## src/design/fuel_cfg_pkg.sv

```systemverilog
package fuel_cfg_pkg;
  localparam int unsigned CFG_W = 16;
  localparam int unsigned CNT_W = 32;
  localparam int unsigned BIT_DIR_IRQ_EN = 10;
  localparam int unsigned BIT_SOFT_SLEEP = 9;
  localparam int unsigned BIT_CNT_CLEAR = 8;
  localparam int unsigned BIT_FLAGS_CLEAR = 7;
  localparam int unsigned BIT_CNT_SELECT = 6;
  localparam int unsigned BIT_ZERO_OFFSET = 5;
  localparam int unsigned BIT_CMP_ENABLE = 4;
  localparam int unsigned BIT_DIS_HI = 3;
  localparam int unsigned BIT_DIS_LO = 2;
  localparam int unsigned BIT_CHG_HI = 1;
  localparam int unsigned BIT_CHG_LO = 0;
  localparam logic [15:0] CFG_RESET = 16'h0000;
  localparam logic [15:0] CFG_USED_MASK = 16'h07FF;
  localparam logic [31:0] CNT_ZERO = 32'h0000_0000;
  localparam logic [31:0] CNT_ONE = 32'h0000_0001;
  localparam logic [7:0] OFFSET_LOW_BYTE = 8'h0A;
  typedef enum logic [2:0] {
    ST_RUN = 3'b001,
    ST_SOFT = 3'b010,
    ST_HARD = 3'b100
  } power_state_t;
endpackage

```

## src/design/gate_drive.sv

```systemverilog
`timescale 1ns/10ps
`default_nettype none
module gate_drive (
  input wire logic sys_clk,
  input wire logic rst,
  input wire logic gate_hi,
  input wire logic gate_lo,
  input wire logic overcurrent,
  output logic gate_out
);
  logic gate_q;
  logic gate_d;
  // Trip forces gate off unless lo bit overrides; hence host keeps lo clear
  assign gate_d = gate_lo ? gate_hi : (~gate_hi & ~overcurrent);
  always_ff @(posedge sys_clk) begin
    if (rst) begin
      gate_q <= 1'b0;
    end else begin
      gate_q <= gate_d;
    end
  end
  assign gate_out = gate_q;
endmodule
`default_nettype wire

```

## src/design/fuel_gauge_config_word.sv

```systemverilog
// Function
// - Bit 10 enables the direction-change interrupt and resets to zero.
// - Bit 9 enters soft shutdown while set and resumes normal operation when cleared.
// - Writing one to bit 8 clears both coulomb counters.
// - Writing one to bit 7 clears the overcurrent, compare-hit and flow-reversal flags.
// - Bit 6 selects the charge counter when set and the discharge counter when clear.
// - Bit 5 ties the sense input to analog ground instead of the external circuit.
// - Bit 4 enables the digital compare function.
// - Bits 3 and 2 set the discharge gate; the host keeps bit 2 clear.
// - Bits 1 and 0 set the charge gate; the host keeps bit 0 clear.
// - In offset-measurement mode sense current does not advance either counter.
// - Overcurrent comparators keep working and tripping in offset-measurement mode.
// - In hard shutdown the device ignores the bus until the shutdown pin returns high.
// - The counter-select echo status bit follows configuration bit 6.
// - The flow-reversal flag is also cleared while the soft-shutdown bit is set.
`timescale 1ns/10ps
`default_nettype none
module fuel_gauge_config_word (
  input wire logic sys_clk,
  input wire logic rst,
  input wire logic config_write_command,
  input wire logic [15:0] config_wdata,
  input wire logic shutdown_pin,
  input wire logic charge_pulse,
  input wire logic discharge_pulse,
  input wire logic discharge_overcurrent,
  input wire logic charge_overcurrent,
  input wire logic compare_match,
  input wire logic flow_reversed,
  output logic direction_irq_enable,
  output logic soft_sleep_active,
  output logic zero_offset_measure,
  output logic compare_enable,
  output logic counter_select,
  output logic [31:0] counter_read,
  output logic [31:0] charge_coulomb_total,
  output logic [31:0] discharge_coulomb_total,
  output logic discharge_overcurrent_flag,
  output logic charge_overcurrent_flag,
  output logic compare_hit_flag,
  output logic flow_reversal_flag,
  output logic counter_select_echo,
  output logic hard_shutdown,
  output logic discharge_gate_out,
  output logic charge_gate_out
);
  logic [15:0] cfg_q;
  logic [15:0] cfg_d;
  logic [31:0] chg_q;
  logic [31:0] chg_d;
  logic [31:0] dis_q;
  logic [31:0] dis_d;
  logic odf_q;
  logic ocf_q;
  logic cmpf_q;
  logic dirf_q;
  logic odf_d;
  logic ocf_d;
  logic cmpf_d;
  logic dirf_d;
  logic shutdown_pin_s1_q;
  logic shutdown_pin_s2_q;
  logic [2:0] async_s1_q;
  logic [2:0] async_s2_q;
  logic clr_cnt_pulse_q;
  logic clr_flag_pulse_q;
  fuel_cfg_pkg::power_state_t state_q;
  fuel_cfg_pkg::power_state_t state_d;
  wire write_ok;
  wire soft_bit;
  wire offset_bit;
  wire cnt_clear;
  wire flag_clear;
  wire count_en;
  wire chg_ev;
  wire dis_ev;
  wire od_ev;
  wire oc_ev;

  function automatic logic [31:0] count_next(input logic [31:0] cur, input logic clr,
                                             input logic inc);
    count_next = clr ? fuel_cfg_pkg::CNT_ZERO : (inc ? cur + fuel_cfg_pkg::CNT_ONE : cur);
  endfunction

  // Shutdown pin, both overcurrent inputs and flow_reversed are synchronised; charge/discharge pulses come from on-chip logic
  always_ff @(posedge sys_clk) begin
    if (rst) begin
      shutdown_pin_s1_q <= 1'b1;
      shutdown_pin_s2_q <= 1'b1;
    end else begin
      shutdown_pin_s1_q <= shutdown_pin;
      shutdown_pin_s2_q <= shutdown_pin_s1_q;
    end
  end

  always_ff @(posedge sys_clk) begin
    if (rst) begin
      async_s1_q <= 3'h0;
      async_s2_q <= 3'h0;
    end else begin
      async_s1_q <= {discharge_overcurrent, charge_overcurrent, flow_reversed};
      async_s2_q <= async_s1_q;
    end
  end
  assign od_ev = async_s2_q[2];
  assign oc_ev = async_s2_q[1];

  // Bus writes dropped in hard shutdown
  assign write_ok = config_write_command & (state_q != fuel_cfg_pkg::ST_HARD);
  // Unused top bits never stored
  assign cfg_d = write_ok ? (config_wdata & fuel_cfg_pkg::CFG_USED_MASK) : cfg_q;

  always_ff @(posedge sys_clk) begin
    if (rst) begin
      cfg_q <= fuel_cfg_pkg::CFG_RESET;
      clr_cnt_pulse_q <= 1'b0;
      clr_flag_pulse_q <= 1'b0;
    end else begin
      cfg_q <= cfg_d;
      clr_cnt_pulse_q <= write_ok & config_wdata[fuel_cfg_pkg::BIT_CNT_CLEAR];
      clr_flag_pulse_q <= write_ok & config_wdata[fuel_cfg_pkg::BIT_FLAGS_CLEAR];
    end
  end

  assign soft_bit = cfg_q[fuel_cfg_pkg::BIT_SOFT_SLEEP];
  assign offset_bit = cfg_q[fuel_cfg_pkg::BIT_ZERO_OFFSET];
  assign direction_irq_enable = cfg_q[fuel_cfg_pkg::BIT_DIR_IRQ_EN];
  assign zero_offset_measure = offset_bit;
  assign compare_enable = cfg_q[fuel_cfg_pkg::BIT_CMP_ENABLE];
  assign counter_select = cfg_q[fuel_cfg_pkg::BIT_CNT_SELECT];
  assign counter_select_echo = counter_select;

  always_comb begin
    state_d = state_q;
    unique case (state_q)
      fuel_cfg_pkg::ST_RUN: begin
        if (!shutdown_pin_s2_q) begin
          state_d = fuel_cfg_pkg::ST_HARD;
        end else if (soft_bit) begin
          state_d = fuel_cfg_pkg::ST_SOFT;
        end
      end
      fuel_cfg_pkg::ST_SOFT: begin
        if (!shutdown_pin_s2_q) begin
          state_d = fuel_cfg_pkg::ST_HARD;
        end else if (!soft_bit) begin
          state_d = fuel_cfg_pkg::ST_RUN;
        end
      end
      fuel_cfg_pkg::ST_HARD: begin
        if (shutdown_pin_s2_q) begin
          state_d = soft_bit ? fuel_cfg_pkg::ST_SOFT : fuel_cfg_pkg::ST_RUN;
        end
      end
      default: state_d = fuel_cfg_pkg::ST_RUN;
    endcase
  end

  always_ff @(posedge sys_clk) begin
    if (rst) begin
      state_q <= fuel_cfg_pkg::ST_RUN;
    end else begin
      state_q <= state_d;
    end
  end
  assign soft_sleep_active = (state_q == fuel_cfg_pkg::ST_SOFT);
  assign hard_shutdown = (state_q == fuel_cfg_pkg::ST_HARD);

  // Counting stops in offset mode because sense input is grounded
  assign count_en = (state_q == fuel_cfg_pkg::ST_RUN) & ~offset_bit;
  assign chg_ev = count_en & charge_pulse;
  assign dis_ev = count_en & discharge_pulse;
  assign cnt_clear = clr_cnt_pulse_q;
  assign chg_d = count_next(chg_q, cnt_clear, chg_ev);
  assign dis_d = count_next(dis_q, cnt_clear, dis_ev);

  always_ff @(posedge sys_clk) begin
    if (rst) begin
      chg_q <= fuel_cfg_pkg::CNT_ZERO;
      dis_q <= fuel_cfg_pkg::CNT_ZERO;
      counter_read <= fuel_cfg_pkg::CNT_ZERO;
    end else begin
      chg_q <= chg_d;
      dis_q <= dis_d;
      counter_read <= counter_select ? chg_d : dis_d;
    end
  end
  assign charge_coulomb_total = chg_q;
  assign discharge_coulomb_total = dis_q;

  // Set wins over clear so a trip in the clear cycle is kept
  assign flag_clear = clr_flag_pulse_q | soft_bit;
  assign odf_d = od_ev | (odf_q & ~flag_clear);
  assign ocf_d = oc_ev | (ocf_q & ~flag_clear);
  assign cmpf_d = (compare_match & compare_enable) | (cmpf_q & ~flag_clear);
  assign dirf_d = (async_s2_q[0] & ~soft_bit) | (dirf_q & ~flag_clear);

  always_ff @(posedge sys_clk) begin
    if (rst) begin
      odf_q <= 1'b0;
      ocf_q <= 1'b0;
      cmpf_q <= 1'b0;
      dirf_q <= 1'b0;
    end else begin
      odf_q <= odf_d;
      ocf_q <= ocf_d;
      cmpf_q <= cmpf_d;
      dirf_q <= dirf_d;
    end
  end
  assign discharge_overcurrent_flag = odf_q;
  assign charge_overcurrent_flag = ocf_q;
  assign compare_hit_flag = cmpf_q;
  assign flow_reversal_flag = dirf_q;

  // Comparators stay live in offset mode
  gate_drive u_dis_gate (
    .sys_clk(sys_clk),
    .rst(rst),
    .gate_hi(cfg_q[fuel_cfg_pkg::BIT_DIS_HI]),
    .gate_lo(cfg_q[fuel_cfg_pkg::BIT_DIS_LO]),
    .overcurrent(od_ev),
    .gate_out(discharge_gate_out)
  );
  gate_drive u_chg_gate (
    .sys_clk(sys_clk),
    .rst(rst),
    .gate_hi(cfg_q[fuel_cfg_pkg::BIT_CHG_HI]),
    .gate_lo(cfg_q[fuel_cfg_pkg::BIT_CHG_LO]),
    .overcurrent(oc_ev),
    .gate_out(charge_gate_out)
  );
endmodule
`default_nettype wire

```

## config.mk

```make
export PLATFORM = sky130hd
export DESIGN_NAME = fuel_gauge_config_word
export DESIGN_NICKNAME = d
export VERILOG_FILES = /design/src/design/fuel_cfg_pkg.sv /design/src/design/gate_drive.sv /design/src/design/fuel_gauge_config_word.sv
export SDC_FILE = /design/constraint.sdc
export NUM_CORES = 1
export LEC_CHECK = 0
export ABC_AREA = 1
export BUFFER_PORTS_ARGS = -buffer_cell sky130_fd_sc_hd__buf_2
export CAP_MARGIN = 20
export CORE_ASPECT_RATIO = 0.75
export CORE_MARGIN = 10
export CORE_UTILIZATION = 58
export DETAILED_ROUTE_END_ITERATION = 16
export GPL_ROUTABILITY_DRIVEN = 0
export PLACE_DENSITY = 0.92
export SLEW_MARGIN = 20
export SYNTH_ARGS = -nofsm -noshare
export SYNTH_HDL_FRONTEND = slang
export SYNTH_SLANG_ARGS = --single-unit
```

## constraint.sdc

```tcl
create_clock -name sys_clk -period 4.6 [get_ports sys_clk]
set_input_delay 0.69 -clock sys_clk [delete_from_list [all_inputs] [get_ports sys_clk]]
set_output_delay 0.69 -clock sys_clk [all_outputs]
set_load 0.01 [all_outputs]
```

==> impl_metrics.json <==
{
  "yosysSeqAreaShare_pct": 41.95,
  "first_iter_violations": 943,
  "avgSynthCellArea_um2": 6.657,
  "slew_viol_final": 0,
  "synth-seq-cells": 124,
  "synth-warning-count": 0,
  "pin_count": 135,
  "period_needed_ps": 2292,
  "endpoint_kind": "flip-flop",
  "drv_cap": 0,
  "netlist_area_um2": 5918,
  "rsz0062_at_grt": "false",
  "holdWs_ps": 410.2,
  "slew_headroom_pct": 39.86,
  "routed_via_density": 5.676,
  "worst-endpoint-required_ps": 4930,
  "post_cts_resized": 0,
  "holdBufCountCts": 0,
  "ctsRootBufferMaster": "clkbuf_16",
  "cts_tree": "built",
  "hp-start": "async_s1_q[1]",
  "grt_pass1_wl_mm": 31.09,
  "leakage_nw": 3.366,
  "startpoint": "state_q[2]",
  "crit_arrival_ps": 2620,
  "port_buffers": 129,
  "nets": 1042,
  "cts_buffer_depth": 2,
  "min_path_type": "reg -> reg",
  "power_density_nw_per_um2": 372.2,
  "fillCellCount": 786,
  "floorplan.initialDensity_pct": 60.31,
  "min_period_over_period_pct": 49.83,
  "synth-async-reset-ratio_pct": 0,
  "min_path_cells": 2,
  "syn_to_final_growth_pct": 22.62,
  "coreArea_um2": 9813,
  "fin_worst_skew_ps": 9.621,
  "tns_ps": 0,
  "syn-num-nets": 917,
  "hold_violations": 0,
  "die-area_um2": 14690,
  "cts_made_buffers": 17,
  "final_util_pct": 73.95,
  "dp_hpwl_mm": 14.05,
  "drtAntennaViolNets": 0,
  "grt_start_max_net_pins": 55,
  "critPathMaxFanout": 16,
  "drive_gt1_share_pct": 18.60,
  "drc": 0,
  "die-height_um": 107.5,
  "setup_viol": 0,
  "synth.distinct_cells": 36,
  "grt_overflow_total": 0,
  "pre_cts_slack_ps": 2287,
  "htree_num_levels": 4,
  "fp-row-count": 31,
  "synth_flop_cell": "dfxtp_1",
  "post_cts_buffers": 0,
  "antenna_found_initial": 0,
  "grt_pass1_vias": 6267,
  "die_w_um": 136.6,
  "clock_sinks": 124,
  "fin_ws_ps": 2308,
  "outcome": "finished clean",
  "rr_worst_depth": 10,
  "max_freq_mhz": 436.3,
  "wl_per_cell_um": 16.95,
  "worstSkewPairLatency_ps": 430,
  "crit_path_start_kind": "flip-flop",
  "tightest_slew_ps": 901.0,
  "total_power_w": 0.002701,
  "insertedDiodeCount": 0,
  "synth-edff-count": 0,
  "routed_wl_mm": 19.64,
  "drtPass1Iterations": 5,
  "syn_inst": 889,
  "worstReg2RegStart": "state_q[2]",
  "grtUsageTotal_pct": 26.76,
  "ir_drop_v": 0.0002517,
  "path_class": "reg -> reg",
  "num_vias": 6579,
  "clk_pin_slew_ps": 60
}
-- cell type report --
type                            instances  area, µm²  area share, %
Tap cell                              132      165.2          2.276
Sequential cell                       124       2482          34.21
Multi-Input combinational cell        630       2919          40.22
Timing Repair Buffer                  133      675.6          9.310
Inverter                              108      405.4          5.586
Clock buffer                           18      439.2          6.052
Clock inverter                         14      170.2          2.345
-- metrics by stage --
step           instance area (µm²)  instances
6_report                      7257       1159
5_1_grt                       7257       1159
4_1_cts                       7257       1159
3_5_place_dp                  6648       1127
3_3_place_gp                  6648       1127
2_1_floorplan                 5918        889
-- power by group --
part           total [W]  switching, W  internal (W)
clock            0.00138      0.000515      0.000865
combinational   0.000194      0.000135     0.0000594
sequential       0.00113     0.0000210       0.00111
total            0.00270      0.000671       0.00203
-- synth_stat cells (5+ instances only) --
| cell | instances | area (µm²) |
|---|---|---|
| a21oi_1 | 26 | 130.1 |
| buf_1 | 6 | 22.52 |
| buf_2 | 5 | 25.02 |
| clkbuf_1 | 15 | 56.30 |
| dfxtp_1 | 124 | 2482 |
| inv_1 | 107 | 401.6 |
| nand2_1 | 212 | 795.8 |
| nand3_1 | 88 | 440.4 |
| nand3b_1 | 5 | 37.54 |
| nand4_1 | 26 | 162.7 |
| nor2_1 | 172 | 645.6 |
| nor2_2 | 11 | 68.82 |
| nor3_1 | 9 | 45.04 |
| nor3_2 | 6 | 60.06 |
| o21ai_0 | 23 | 115.1 |
| o21bai_1 | 12 | 90.09 |
| xor2_1 | 5 | 43.79 |
-- cell families (layout without fill, tap and decap cells) --
logic type / count (synthesis) / in the layout / share of synthesized area (%)
AOI/OAI and AO/OA: 78 / 78 / 7.653
xor gates and xnor gates: 9 / 9 / 1.332
adders and majority gates: 2 / 2 / 0.4228
buffers and inverters: 135 / 273 / 8.731
DFF: 124 / 124 / 41.95
and+or+nand+nor: 541 / 541 / 39.92
-- cells in the final DEF (no fill, tap or decap), types with 3 or more instances in the layout --
master and count:
o21ai_0 23, clkbuf_16 17, nand2_1 212, a21oi_1 26, o21bai_1 12, clkinvlp_4 4, nor2_2 11, nor3_1 9
or2_2 4, o211ai_1 4, bufinv_16 3, xnor2_1 4, xor2_1 5, buf_2 129, clkinv_2 3, clkinv_4 3
nor4_1 3, inv_1 107, nand3_1 88, nand4_1 26, nor3_2 6, nor2_1 172, nand3b_1 5, o21ai_1 4
dfxtp_1 124, buf_4 4
-- metal layers --
| layer | part of all wire [%] | track usage [%] | routed length (µm) |
|---|---|---|---|
| met5 | 0 | 0 | 0 |
| met4 | 4.0 | 11.76 | 786 |
| met3 | 15 | 11.29 | 2982 |
| met2 | 44 | 42.07 | 8605 |
| met1 | 37 | 31.29 | 7267 |
-- critical path: stages, from the launching register on --
cell and delay (ps):
dfxtp_1 350, nor2_4 200, nand3_1 110, nor2_2 540
nand2_1 280, nor2_1 230, nand3_1 90, nand3_1 110
nand2_1 120, nand2_1 100, inv_1 50
-- path summary, 6_finish.rpt --
check / endpoint / slack, ps
worst max-delay path: counter_read[21] / 2310
worst min-delay path: async_s2_q[1] / 410
worst max register to register: counter_read[21] / 2310
worst min register to register: async_s2_q[1] / 410
-- flip-flops by register name, indices dropped and copies added, names as in the netlist --
signal	flops
shutdown_pin_s1_q	1
counter_read	32
u_chg_gate.gate_out	1
state_q	3
flow_reversal_flag	1
charge_coulomb_total	32
compare_hit_flag	1
u_dis_gate.gate_out	1
async_s2_q	3
clr_cnt_pulse_q	1
charge_overcurrent_flag	1
shutdown_pin_s2_q	1
cfg_q	9
discharge_coulomb_total	32
discharge_overcurrent_flag	1
async_s1_q	3
clr_flag_pulse_q	1
No activity file was read; power rests on OpenSTA's default activity.
